$ cat src/inc/ccte_map.vh
// Register map, field positions, reset values and timing limits
`ifndef CCTE_MAP_VH
`define CCTE_MAP_VH

// ****************************************
// Register offsets
// ****************************************
`define CCTE_OFS_CTRL     12'h000
`define CCTE_OFS_TIMING   12'h004
`define CCTE_OFS_STATUS   12'h008
`define CCTE_OFS_IRQ_STAT 12'h00C
`define CCTE_OFS_IRQ_CLR  12'h010
`define CCTE_OFS_IRQ_EN   12'h014

// ****************************************
// Control bits
// ****************************************
`define CCTE_CTRL_EN     0
`define CCTE_CTRL_SILENT 1
`define CCTE_CTRL_RST    2
`define CCTE_CTRL_SLEEP  3

// ****************************************
// Timing fields, all in quanta or clocks
// ****************************************
`define CCTE_BRP_LSB  0
`define CCTE_PROP_LSB 16
`define CCTE_PH1_LSB  20
`define CCTE_PH2_LSB  24
`define CCTE_SJW_LSB  28
`define CCTE_TIMING_RST 32'h1233_0014
`define CCTE_BRP_MAX  9'd256
`define CCTE_SEG_MAX  4'd8
`define CCTE_PH2_MIN  4'd2
`define CCTE_SJW_MAX  3'd4
`define CCTE_TS1_MIN  5'd4

// ****************************************
// Channel states and thresholds
// ****************************************
`define CCTE_ST_INACTIVE 3'd0
`define CCTE_ST_ACTIVE   3'd1
`define CCTE_ST_WARNING  3'd2
`define CCTE_ST_PASSIVE  3'd3
`define CCTE_ST_BUSOFF   3'd4
`define CCTE_WARN_LVL    9'd96
`define CCTE_PASS_LVL    9'd128
`define CCTE_OFF_LVL     9'd256

// ****************************************
// Interrupt bits and bit rate limits
// ****************************************
`define CCTE_IRQ_STATE  0
`define CCTE_IRQ_REJECT 1
`define CCTE_IRQ_BUSOFF 2
`define CCTE_CLK_HZ     200000000
`define CCTE_RATE_MAX   1000000
`define CCTE_RATE_MIN   5000
`define CCTE_CYC_MIN    (`CCTE_CLK_HZ / `CCTE_RATE_MAX)
`define CCTE_CYC_MAX    (`CCTE_CLK_HZ / `CCTE_RATE_MIN)

`endif

$ cat src/verilog/ccte_channel.v
// CAN channel core: APB registers, bit timing and error confinement
//
// Notes on behaviour
// - Enabled channel with counter below 96 reports error active.
// - Counter at or above 96 reports error warning.
// - Counter at or above 128 reports error passive.
// - Counter above 255 takes the channel off the bus, bus off.
// - Disabled or sleeping channel reports a separate inactive state.
// - Silent mode never drives the bus: no frames, no acknowledge.
// - Per channel enable bit and a single channel reset action.
// - Prescaler divides the clock into quanta, accepts 1 to 256.
// - Phase segment 1 spans 1 to 8 quanta, segment 2 spans 2 to 8.
// - Propagation segment spans 1 to 8 quanta.
// - Each bit opens with a one quantum sync segment.
// - Segment 1 is phase 1 plus propagation; below 4 is rejected.
// - Segment 2 is phase 2; sampling at the segment 1/2 boundary.
// - Sample instant placed only by the two segment lengths.
// - Out of range fields or rates outside 5k to 1M are refused.
// - Jump width 1 to 4 caps resync lengthening or shortening.
// - Jump width does not enter the nominal bit length.
//
// Our own choices: the APB interface to the registers and the address map.
`timescale 1ns/1ps
`include "ccte_map.vh"

module ccte_channel
(
  input  wire        pclk,
  input  wire        presetn,
  input  wire        psel,
  input  wire        penable,
  input  wire        pwrite,
  input  wire [11:0] paddr,
  input  wire [31:0] pwdata,
  output reg  [31:0] prdata,
  output wire        pready,
  output wire        pslverr,
  input  wire        can_rx,
  output reg         can_tx,
  input  wire        tx_bit,
  input  wire        ack_req,
  input  wire        err_tx,
  input  wire        err_rx,
  input  wire        ok_tx,
  input  wire        ok_rx,
  output reg         rx_bit_q,
  output reg         sample_q,
  output reg         bit_start_q,
  output wire        irq
);

  // ****************************************
  // Timing field checks
  // ****************************************
  // Returns high when a timing word may be taken as the new setting
  function timing_ok;
    input [31:0] w;
    reg   [8:0]  brp;
    reg   [3:0]  prop;
    reg   [3:0]  ph1;
    reg   [3:0]  ph2;
    reg   [2:0]  sjw;
    reg   [4:0]  nq;
    reg   [13:0] cyc;
    begin
      brp  = w[`CCTE_BRP_LSB +: 9];
      prop = w[`CCTE_PROP_LSB +: 4];
      ph1  = w[`CCTE_PH1_LSB +: 4];
      ph2  = w[`CCTE_PH2_LSB +: 4];
      sjw  = w[`CCTE_SJW_LSB +: 3];
      // Sync quantum plus both segments; jump width left out
      nq   = 5'd1 + {1'b0, prop} + {1'b0, ph1} + {1'b0, ph2};
      cyc  = brp * nq;
      timing_ok =
        (brp != 9'd0) && (brp <= `CCTE_BRP_MAX) &&
        (ph1 != 4'd0) && (ph1 <= `CCTE_SEG_MAX) &&
        (ph2 >= `CCTE_PH2_MIN) && (ph2 <= `CCTE_SEG_MAX) &&
        (prop != 4'd0) && (prop <= `CCTE_SEG_MAX) &&
        ({1'b0, prop} + {1'b0, ph1} >= `CCTE_TS1_MIN) &&
        (sjw != 3'd0) && (sjw <= `CCTE_SJW_MAX) &&
        (cyc >= `CCTE_CYC_MIN) && (cyc <= `CCTE_CYC_MAX);
    end
  endfunction

  // ****************************************
  // APB decode
  // ****************************************
  wire acc   = psel & penable;
  wire wr    = acc & pwrite;
  wire hit_c = (paddr == `CCTE_OFS_CTRL);
  wire hit_t = (paddr == `CCTE_OFS_TIMING);
  wire hit_s = (paddr == `CCTE_OFS_STATUS);
  wire hit_i = (paddr == `CCTE_OFS_IRQ_STAT);
  wire hit_x = (paddr == `CCTE_OFS_IRQ_CLR);
  wire hit_e = (paddr == `CCTE_OFS_IRQ_EN);
  wire mapped = hit_c | hit_t | hit_s | hit_i | hit_x | hit_e;

  // Zero wait states; unmapped words answer with an error
  assign pready  = 1'b1;
  assign pslverr = acc & ~mapped;

  reg  [3:0]  ctrl_q;
  reg  [31:0] timing_q;
  reg  [2:0]  irq_st_q;
  reg  [2:0]  irq_en_q;
  reg  [8:0]  tec_q;
  reg  [8:0]  rec_q;
  reg         off_q;
  reg  [2:0]  state_q;

  // Reset action is a self-clearing pulse, never stored
  wire chan_rst = wr & hit_c & pwdata[`CCTE_CTRL_RST];
  wire t_wr     = wr & hit_t;
  wire t_rej    = t_wr & ~timing_ok(pwdata);
  wire enabled  = ctrl_q[`CCTE_CTRL_EN];
  wire silent   = ctrl_q[`CCTE_CTRL_SILENT];
  wire sleeping = ctrl_q[`CCTE_CTRL_SLEEP];
  wire running  = enabled & ~sleeping & ~off_q;

  // Control and timing registers; bad timing keeps the old setting
  always @(posedge pclk or negedge presetn)
  begin
    if (!presetn)
    begin
      ctrl_q   <= 4'h0;
      timing_q <= `CCTE_TIMING_RST;
      irq_en_q <= 3'h0;
    end
    else
    begin
      if (wr & hit_c)
        ctrl_q <= {pwdata[3], 1'b0, pwdata[1:0]};
      if (t_wr & ~t_rej)
        timing_q <= pwdata;
      if (wr & hit_e)
        irq_en_q <= pwdata[2:0];
    end
  end

  // Read mux; the clear register reads as zero
  always @*
  begin
    prdata = 32'h0000_0000;
    if (acc & ~pwrite)
    begin
      if (hit_c)
        prdata = {28'h000_0000, ctrl_q};
      else if (hit_t)
        prdata = timing_q;
      else if (hit_s)
        // Exactly one word: tec [31:23], rec [16:8], off [3], state [2:0]
        prdata = {tec_q, 6'h00, rec_q, 4'h0, off_q, state_q};
      else if (hit_i)
        prdata = {29'h0000_0000, irq_st_q};
      else if (hit_e)
        prdata = {29'h0000_0000, irq_en_q};
    end
  end

  // ****************************************
  // Bus input synchroniser
  // ****************************************
  reg rx_s1_q;
  reg rx_s2_q;
  reg rx_prev_q;
  always @(posedge pclk or negedge presetn)
  begin
    if (!presetn)
    begin
      rx_s1_q   <= 1'b1;
      rx_s2_q   <= 1'b1;
      rx_prev_q <= 1'b1;
    end
    else
    begin
      rx_s1_q   <= can_rx;
      rx_s2_q   <= rx_s1_q;
      rx_prev_q <= rx_s2_q;
    end
  end
  // Recessive to dominant edge drives resynchronisation
  wire fall = rx_prev_q & ~rx_s2_q;

  // ****************************************
  // Bit timing
  // ****************************************
  wire [8:0] brp = timing_q[`CCTE_BRP_LSB +: 9];
  wire [4:0] ts1 = {1'b0, timing_q[`CCTE_PROP_LSB +: 4]}
                 + {1'b0, timing_q[`CCTE_PH1_LSB +: 4]};
  wire [4:0] ts2 = {1'b0, timing_q[`CCTE_PH2_LSB +: 4]};
  wire [4:0] sjw = {2'b00, timing_q[`CCTE_SJW_LSB +: 3]};

  reg  [8:0] pre_q;
  reg  [4:0] tq_q;
  reg  [4:0] samp_q;
  reg  [4:0] end_q;
  reg        edge_q;
  reg        synced_q;

  // One quantum per prescaler wrap
  wire tq_tick = (pre_q == brp - 9'd1);
  wire at_end  = tq_tick & (tq_q == end_q);
  wire at_samp = tq_tick & (tq_q == samp_q);
  wire resync  = tq_tick & (edge_q | fall) & ~synced_q & (tq_q != 5'd0);
  wire early   = (tq_q <= samp_q);
  wire [4:0] err_ph1 = (tq_q < sjw) ? tq_q : sjw;
  wire [4:0] left    = end_q + 5'd1 - tq_q;
  wire [4:0] err_ph2 = (left < sjw) ? left : sjw;

  // Quantum counter; sample point set only by the two segments
  always @(posedge pclk or negedge presetn)
  begin
    if (!presetn)
    begin
      pre_q       <= 9'h000;
      tq_q        <= 5'h00;
      samp_q      <= 5'h00;
      end_q       <= 5'h00;
      edge_q      <= 1'b0;
      synced_q    <= 1'b0;
      sample_q    <= 1'b0;
      bit_start_q <= 1'b0;
      rx_bit_q    <= 1'b1;
    end
    else if (chan_rst | ~running)
    begin
      pre_q       <= 9'h000;
      tq_q        <= 5'h00;
      samp_q      <= ts1;
      end_q       <= ts1 + ts2;
      edge_q      <= 1'b0;
      synced_q    <= 1'b0;
      sample_q    <= 1'b0;
      bit_start_q <= 1'b0;
      rx_bit_q    <= 1'b1;
    end
    else
    begin
      pre_q       <= tq_tick ? 9'h000 : pre_q + 9'd1;
      sample_q    <= at_samp;
      bit_start_q <= 1'b0;
      // Edges between ticks are held until the next quantum
      if (tq_tick)
        edge_q <= 1'b0;
      else if (fall)
        edge_q <= 1'b1;
      if (at_samp)
        rx_bit_q <= rx_s2_q;
      // Shortening past the current quantum ends the bit at once
      if (at_end | (resync & ~early & (err_ph2 == left)))
      begin
        tq_q        <= 5'h00;
        samp_q      <= ts1;
        end_q       <= ts1 + ts2;
        synced_q    <= 1'b0;
        bit_start_q <= 1'b1;
      end
      else if (tq_tick)
      begin
        tq_q <= tq_q + 5'd1;
        if (resync)
        begin
          synced_q <= 1'b1;
          if (early)
          begin
            samp_q <= samp_q + err_ph1;
            end_q  <= end_q + err_ph1;
          end
          else
            end_q <= end_q - err_ph2;
        end
      end
    end
  end

  // Transmitter stays recessive while silent or off the bus
  always @(posedge pclk or negedge presetn)
  begin
    if (!presetn)
      can_tx <= 1'b1;
    else if (~running | silent)
      can_tx <= 1'b1;
    else
      can_tx <= tx_bit & ~ack_req;
  end

  // ****************************************
  // Error counters
  // ****************************************
  wire [9:0] tec_up = {1'b0, tec_q} + 10'd8;
  wire       count  = enabled & ~off_q;

  // Standard stepping; a bus error outranks a success pulse
  always @(posedge pclk or negedge presetn)
  begin
    if (!presetn)
    begin
      tec_q <= 9'h000;
      rec_q <= 9'h000;
      off_q <= 1'b0;
    end
    else if (chan_rst)
    begin
      tec_q <= 9'h000;
      rec_q <= 9'h000;
      off_q <= 1'b0;
    end
    else if (count)
    begin
      if (err_tx)
      begin
        if (tec_up >= {1'b0, `CCTE_OFF_LVL})
        begin
          tec_q <= `CCTE_OFF_LVL;
          off_q <= 1'b1;
        end
        else
          tec_q <= tec_up[8:0];
      end
      else if (ok_tx && tec_q != 9'h000)
        tec_q <= tec_q - 9'd1;
      if (err_rx)
      begin
        if (rec_q < `CCTE_PASS_LVL + 9'd8)
          rec_q <= rec_q + 9'd1;
      end
      else if (ok_rx)
      begin
        if (rec_q > `CCTE_PASS_LVL - 9'd1)
          rec_q <= `CCTE_PASS_LVL - 9'd8;
        else if (rec_q != 9'h000)
          rec_q <= rec_q - 9'd1;
      end
    end
  end

  // ****************************************
  // Channel state
  // ****************************************
  wire [8:0] worst = (tec_q > rec_q) ? tec_q : rec_q;
  reg  [2:0] state_d;
  always @*
  begin
    if (~enabled | sleeping)
      state_d = `CCTE_ST_INACTIVE;
    else if (off_q)
      state_d = `CCTE_ST_BUSOFF;
    else if (worst >= `CCTE_PASS_LVL)
      state_d = `CCTE_ST_PASSIVE;
    else if (worst >= `CCTE_WARN_LVL)
      state_d = `CCTE_ST_WARNING;
    else
      state_d = `CCTE_ST_ACTIVE;
  end

  always @(posedge pclk or negedge presetn)
  begin
    if (!presetn)
      state_q <= `CCTE_ST_INACTIVE;
    else
      state_q <= state_d;
  end

  // ****************************************
  // Interrupts
  // ****************************************
  wire [2:0] ev;
  assign ev[`CCTE_IRQ_STATE]  = (state_d != state_q);
  assign ev[`CCTE_IRQ_REJECT] = t_rej;
  assign ev[`CCTE_IRQ_BUSOFF] = (state_d == `CCTE_ST_BUSOFF)
                              & (state_q != `CCTE_ST_BUSOFF);
  wire [2:0] clr = (wr & hit_x) ? pwdata[2:0] : 3'h0;

  // Set wins over a clear in the same cycle
  genvar gi;
  generate
    for (gi = 0; gi < 3; gi = gi + 1)
    begin : g_irq
      always @(posedge pclk or negedge presetn)
      begin
        if (!presetn)
          irq_st_q[gi] <= 1'b0;
        else if (ev[gi])
          irq_st_q[gi] <= 1'b1;
        else if (clr[gi])
          irq_st_q[gi] <= 1'b0;
      end
    end
  endgenerate

  assign irq = |(irq_st_q & irq_en_q);

endmodule // ccte_channel

$ cat config.mk
export PLATFORM = sky130hd
export DESIGN_NAME = ccte_channel
export DESIGN_NICKNAME = d
export VERILOG_FILES = /design/src/verilog/ccte_channel.v
export VERILOG_INCLUDE_DIRS = /design/src /design/src/inc
export SDC_FILE = /design/constraint.sdc
export NUM_CORES = 1
export LEC_CHECK = 0
export BUFFER_PORTS_ARGS = -buffer_cell sky130_fd_sc_hd__buf_4
export CORE_ASPECT_RATIO = 0.5
export CORE_MARGIN = 5
export CORE_UTILIZATION = 60
export CTS_BUF_LIST = sky130_fd_sc_hd__clkbuf_8
export DETAILED_ROUTE_END_ITERATION = 8
export GPL_ROUTABILITY_DRIVEN = 0
export PLACE_DENSITY = 0.81
export SETUP_SLACK_MARGIN = 0.5
export SLEW_MARGIN = 20
export SYNTH_ARGS = -nofsm -noshare
export SYNTH_HDL_FRONTEND = slang
export SYNTH_SLANG_ARGS = --single-unit
$ cat constraint.sdc
create_clock -name pclk -period 12.5 [get_ports pclk]
set_input_delay 1.25 -clock pclk [delete_from_list [all_inputs] [get_ports pclk]]
set_output_delay 1.25 -clock pclk [all_outputs]
set_load 0.03 [all_outputs]
==> results of run 1 <==
==> metal layers <==
layer | global-route usage (%) | part of all wire, %
met5 | 0 | 0
met4 | 6.991 | 1.5
met3 | 4.611 | 6.4
met2 | 45.65 | 49
met1 | 35.05 | 43
==> power by group <==
group	switching, mW	internal [mW]
combinational	0.341	0.258
sequential	0.00340	0.313
clock	0.119	0.0987
==> cell type report <==
| class | instances | area, um^2 |
|---|---|---|
| flip-flops and latches | 96 | 2419 |
| clock buffers | 10 | 137.6 |
| multi-input cells | 773 | 5906 |
| repair buffers | 96 | 720.7 |
| inverters | 81 | 304.0 |
| well taps | 198 | 247.7 |
| fillers | 1143 | 4587 |
| clock inverters | 6 | 68.82 |
==> Yosys cell counts (3+ instances only) <==
master     instances
and3_1             8
clkbuf_1          22
nand2b_1          16
buf_2              3
dfrtp_1           83
dfstp_2           13
o211ai_1           3
nand3_1           22
nor3_1            21
a21o_1            13
mux2i_1           17
a31oi_1            9
mux2_2            45
nor4_1             7
or2_2              5
nand2_1           87
ha_1              83
or3_1             12
a211oi_1          10
a22oi_1            4
a2111o_1           3
xnor2_1           35
and4_1             3
a221oi_1           5
inv_1             81
a2111oi_0          4
a21oi_1           77
nor3b_1            4
xor2_1            16
nor2b_1           24
o21ai_0           25
a21boi_0           4
fa_1              31
nand4_1            9
buf_6              3
o21a_1             9
nor2_1            68
o22ai_1            5
o31ai_1            5
and2_1            33
nand3b_1           7
==> worst min path at each step <==
| stage | end | slack [ps] |
|---|---|---|
| floorplan | rx_s2_q | 350 |
| global placement | rx_s2_q | 350 |
| detailed placement | rx_s2_q | 350 |
| CTS | rx_s2_q | 360 |
| global route | rx_s2_q | 370 |
| finish | rx_s2_q | 360 |
==> critical path: stages <==
cell and delay, ps:
buf_4 140, fa_1 570, inv_1 80, fa_1 460, inv_1 80, a21o_1 100, a21oi_1 70, xnor2_1 720
nor2b_1 160, fa_1 550, fa_1 570, inv_1 60, fa_1 530, inv_1 40, ha_1 350, o21a_1 210
or3_1 310, a211oi_1 300, o311a_1 210, nand4_1 120, o311a_2 710, mux2_2 390
==> stage by stage <==
stage / cells / instance area (um^2) / hold slack, ps / power (mW) / setup slack (ps)
2_1_floorplan: 980 / 8767 / 345.2 / 0.7712 / 5491
3_3_place_gp: 1244 / 9593 / 347.7 / 0.8799 / 4722
3_5_place_dp: 1244 / 9593 / 348.5 / 0.9090 / 4438
4_1_cts: 1260 / 9799 / 363.8 / 1.127 / 4851
5_1_grt: 1260 / 9803 / 365.2 / 1.219 / 4578
6_report: 1260 / 9803 / 361.9 / 1.133 / 4774
==> registers in the layout (all words and copies together) (netlist names), 3 cells and up <==
register  cells
timing_q     32
pre_q         9
rec_q         9
tec_q         9
end_q         5
samp_q        5
tq_q          5
ctrl_q        3
irq_en_q      3
irq_st_q      3
state_q       3
==> cells by family (layout without fill, tap and decap cells) <==
family | Yosys count | after routing | synth area share [%]
DFF | 96 | 96 | 27.59
other | 2 | 2 | 0.08566
muxes | 62 | 62 | 7.721
and+or+nand+nor | 340 | 340 | 20.08
adders and majority gates | 114 | 114 | 18.92
AOI/OAI and AO/OA | 204 | 204 | 15.41
buffers and inverters | 111 | 193 | 5.095
xor gates and xnor gates | 51 | 51 | 5.095
==> flow_summary.json, run 1 <==
{
  "cts.root.buffer_cell": "clkbuf_8",
  "ir_worst_vdd_mv": 0.1759,
  "dp_hpwl_um": 17760,
  "grt.overflow.total": 0,
  "antenna_left": 0,
  "antenna_found_initial": 0,
  "grt_pass1_vias": 7406,
  "grt_pass1_wl_um": 37070,
  "numCtsBuffers": 9,
  "insertion_delay_ps": 380,
  "synth_area_per_cell_um2": 8.946,
  "die_h_um": 95.48,
  "io_pins": 95,
  "ys_seq_area_share_pct": 27.59,
  "synth.largest_area_cell": "dfrtp_1",
  "setup_tns_ps": 0,
  "viasPerCell": 6.074,
  "clockBufferDepth": 2,
  "ys_top_cells_by_area": "dfrtp_1 24%, ha_1 12%, fa_1 7.1%",
  "layout_common_cells": "96 x buf_4, 87 x nand2_1, 83 x ha_1, 83 x dfrtp_1, 81 x inv_1",
  "syn_nets": 1150,
  "die_area_um2": 17280,
  "skew_ps": 17.97,
  "antenna_cells": 0,
  "cp.required_ps": 12770,
  "power_density_nw_per_um2": 115.5,
  "floorplan.core_area_um2": 14390,
  "core.rowCount": 31,
  "rr_worst_depth": 18,
  "clk_pin_slew_worst_paths_ps": 100,
  "area_growth_pct": 11.82,
  "drc": 0,
  "endpoint": "timing_q[29]",
  "nets": 1227,
  "reg2reg_to": "end_q[4]",
  "synth_top_area_share_pct": 23.69,
  "ctsResizeCount": 0,
  "leakage_nw": 4.557,
  "min_from": "rx_s1_q",
  "yosysWarningCount": 0,
  "hold_viol_final": 0,
  "min_path_cells": 0,
  "synth_area_um2": 8767,
  "die_w_um": 181.0,
  "hold_class": "flip-flop to flip-flop",
  "setup_violations": 0,
  "drt_iter0_drc": 566,
  "relSlewSlack_pct": 34.83,
  "path_max_fanout": 32,
  "r2r_slack_ps": 8050,
  "gr-usage-all-layers_pct": 26.43,
  "clock-sinks": 96,
  "post_cts_buffers": 0,
  "tightest_slew_ps": 977.6,
  "synth_edf_count": 0,
  "initial_core_util_pct": 60.93,
  "critical_path_class": "primary input to flip-flop",
  "drive_gt1_share_pct": 17.98,
  "ys.flop_type": "dfrtp_1",
  "numPortBuffers": 93,
  "synth_cell_type_count": 74,
  "drtPass1Iterations": 5,
  "startpoint": "pwdata[17]",
  "critPathCaptureType": "flip-flop",
  "cts_tree": "built",
  "cp.arrival_ps": 7990,
  "grt_max_degree": 73,
  "worst_setup_path_start_kind": "primary input",
  "ys_ff_latch": 96,
  "final_util_pct": 68.12,
  "synthArstFlopShare_pct": 100.0,
  "wl_per_cell_um": 17.88,
  "ctsHtreeMaxLevel": 3,
  "final_max_slew_viol_count": 0,
  "routed_wl_um": 22540,
  "vias": 7653,
  "cap_violations": 0,
  "rsz0062_at_grt": "false",
  "r2r-start": "tq_q[1]",
  "hold_buffers": 0,
  "finalCriticalPeriod_ps": 7726,
  "max_freq_ghz": 0.1294,
  "synth_cells": 980,
  "final_common_cell": "buf_4",
  "min_period_over_period_pct": 61.81,
  "status": "completed"
}
Note: power is estimated with default switching activity, not from simulation.
==> run 2, diff against run 1 <==
==> constraint.sdc (replaced) <==
create_clock -name pclk -period 7.6 [get_ports pclk]
set_input_delay 0.76 -clock pclk [delete_from_list [all_inputs] [get_ports pclk]]
set_output_delay 0.76 -clock pclk [all_outputs]
set_load 0.03 [all_outputs]
==> run 2 against run 1 <==
Net effect:
- cell count increased by 0.16%
- global-route usage decreased by 0.15 points
- routed wire length grew 0.61%
- clock power rose by 52%
- clock skew up 3.5 ps
- flip-flop and latch count stayed put
- sequential share of layout area about the same
- critical endpoint is now timing_q[14]
- critical path type unchanged
- worst setup slack worse by 3800 ps
- first-iteration DRC count is 2.7% higher
- register-to-register slack got worse by 4900 ps
- highest routed layer unchanged
- die area did not move
==> flow_summary.json, run 2 (same netlist as run 1, synthesis figures left out) <==
{
  "status": "completed",
  "insertion_delay_ps": 400,
  "vias": 7677,
  "finalCriticalPeriod_ps": 6669,
  "cts_tree": "built",
  "ctsResizeCount": 0,
  "dp_hpwl_um": 17690,
  "startpoint": "pwdata[17]",
  "clk_pin_slew_worst_paths_ps": 110,
  "skew_ps": 21.50,
  "viasPerCell": 6.083,
  "die_w_um": 181.0,
  "cp.arrival_ps": 6940,
  "drc": 0,
  "largest_reg_flops": 32,
  "antenna_left": 0,
  "final_area_um2": 9792,
  "endpoint": "timing_q[14]",
  "grt_pass1_wl_um": 36700,
  "hold_class": "primary input to async pin",
  "hold_buffers": 0,
  "drive_gt1_share_pct": 18.05,
  "routed_wl_um": 22670,
  "layout_common_cells": "98 x buf_4, 87 x nand2_1, 83 x ha_1, 83 x dfrtp_1, 82 x inv_1",
  "io_pins": 95,
  "drtPass1Iterations": 7,
  "rr_worst_depth": 18,
  "relSlewSlack_pct": 30.41,
  "path_max_fanout": 32,
  "core.rowCount": 31,
  "antenna_found_initial": 0,
  "r2r-start": "end_q[1]",
  "critPathCaptureType": "flip-flop",
  "cap_violations": 0,
  "min_period_over_period_pct": 87.75,
  "clock-sinks": 96,
  "gr-usage-all-layers_pct": 26.28,
  "placed_area_um2": 9608,
  "leakage_nw": 4.559,
  "rsz0062_at_grt": "false",
  "hold_viol_final": 0,
  "initial_core_util_pct": 60.93,
  "die_h_um": 95.48,
  "clockBufferDepth": 2,
  "numCtsBuffers": 9,
  "antenna_cells": 0,
  "cts.root.buffer_cell": "clkbuf_8",
  "grt_pass1_vias": 7411,
  "tightest_slew_ps": 1044,
  "drt_iter0_drc": 581,
  "reg2reg_to": "end_q[4]",
  "setup_violations": 0,
  "critical_path_class": "primary input to flip-flop",
  "regMostFlops": "timing_q",
  "r2r_slack_ps": 3150,
  "worst_setup_path_start_kind": "primary input",
  "ctsHtreeMaxLevel": 3,
  "die_area_um2": 17280,
  "post_cts_buffers": 0,
  "ir_worst_vdd_mv": 0.2456,
  "final_max_slew_viol_count": 0,
  "power_density_nw_per_um2": 187.2,
  "numPortBuffers": 93,
  "max_freq_ghz": 0.1499,
  "floorplan.core_area_um2": 14390,
  "grt_max_degree": 54,
  "grt.overflow.total": 0,
  "setup_tns_ps": 0,
  "area_growth_pct": 11.69,
  "cp.required_ps": 7870,
  "final_common_cell": "buf_4",
  "nets": 1229,
  "wl_per_cell_um": 17.97
}
[run 2: worst max-delay path, stage by stage]
cell and delay [ps]:
buf_4 130, fa_1 570, inv_1 70, fa_1 450
xnor2_1 610, and2_1 240, fa_1 450, fa_1 540
inv_1 50, fa_1 530, inv_1 40, ha_1 350
o21a_1 210, or3_1 300, a211oi_1 250, o311a_1 190
nand4_1 120, o311a_2 420, buf_4 270, mux2_2 340
[run 2: metrics by stage]
stage / std cells / power, mW / hold WS (ps) / worst slack, ps / util (%)
global placement: 1246 / 1.449 / 348.0 / 713.8 / 66.77
floorplan: 980 / 1.268 / 345.2 / 1081 / -
detailed placement: 1246 / 1.493 / 350.3 / 609.5 / 66.77
finish: 1262 / 1.833 / 351.3 / 930.9 / 68.05
CTS: 1262 / 1.825 / 367.6 / 1002 / 68.02
global route: 1262 / 1.974 / 376.0 / 661.6 / 68.05
[run 2: worst min-delay path by stage]
| stage | from | end | slack [ps] | cells after the start |
|---|---|---|---|---|
| finish | presetn | timing_q[0] | 350 | 1 |
| global route | rx_s1_q | rx_s2_q | 380 | 0 |
| CTS | presetn | timing_q[6] | 370 | 1 |
| detailed placement | rx_s1_q | rx_s2_q | 350 | 0 |
| global placement | rx_s1_q | rx_s2_q | 350 | 0 |
| floorplan | rx_s1_q | rx_s2_q | 350 | 0 |
[run 2: area by class of cell]
type	count	area [um^2]
clock inverter	6	42.54
inverter	81	304.0
fill	1127	4598
clock buffer	10	137.6
sequential	96	2419
tap	198	247.7
timing repair buffer	98	735.7
multi-input combinational	773	5906
[run 2: power breakdown]
part	total (mW)	leakage (nW)	internal [mW]	switching, mW
combinational	0.984	3.19	0.423	0.560
clock	0.330	0.0945	0.129	0.201
sequential	0.520	1.27	0.514	0.00545
[run 2: metal layers]
metal,GRT usage [%],wire length [um],up-vias
li1,-,-,3598
met1,34.32,9689,3750
met2,44.68,10870,291
met3,5.450,1622,38
met4,8.302,490,0
met5,0,0,-
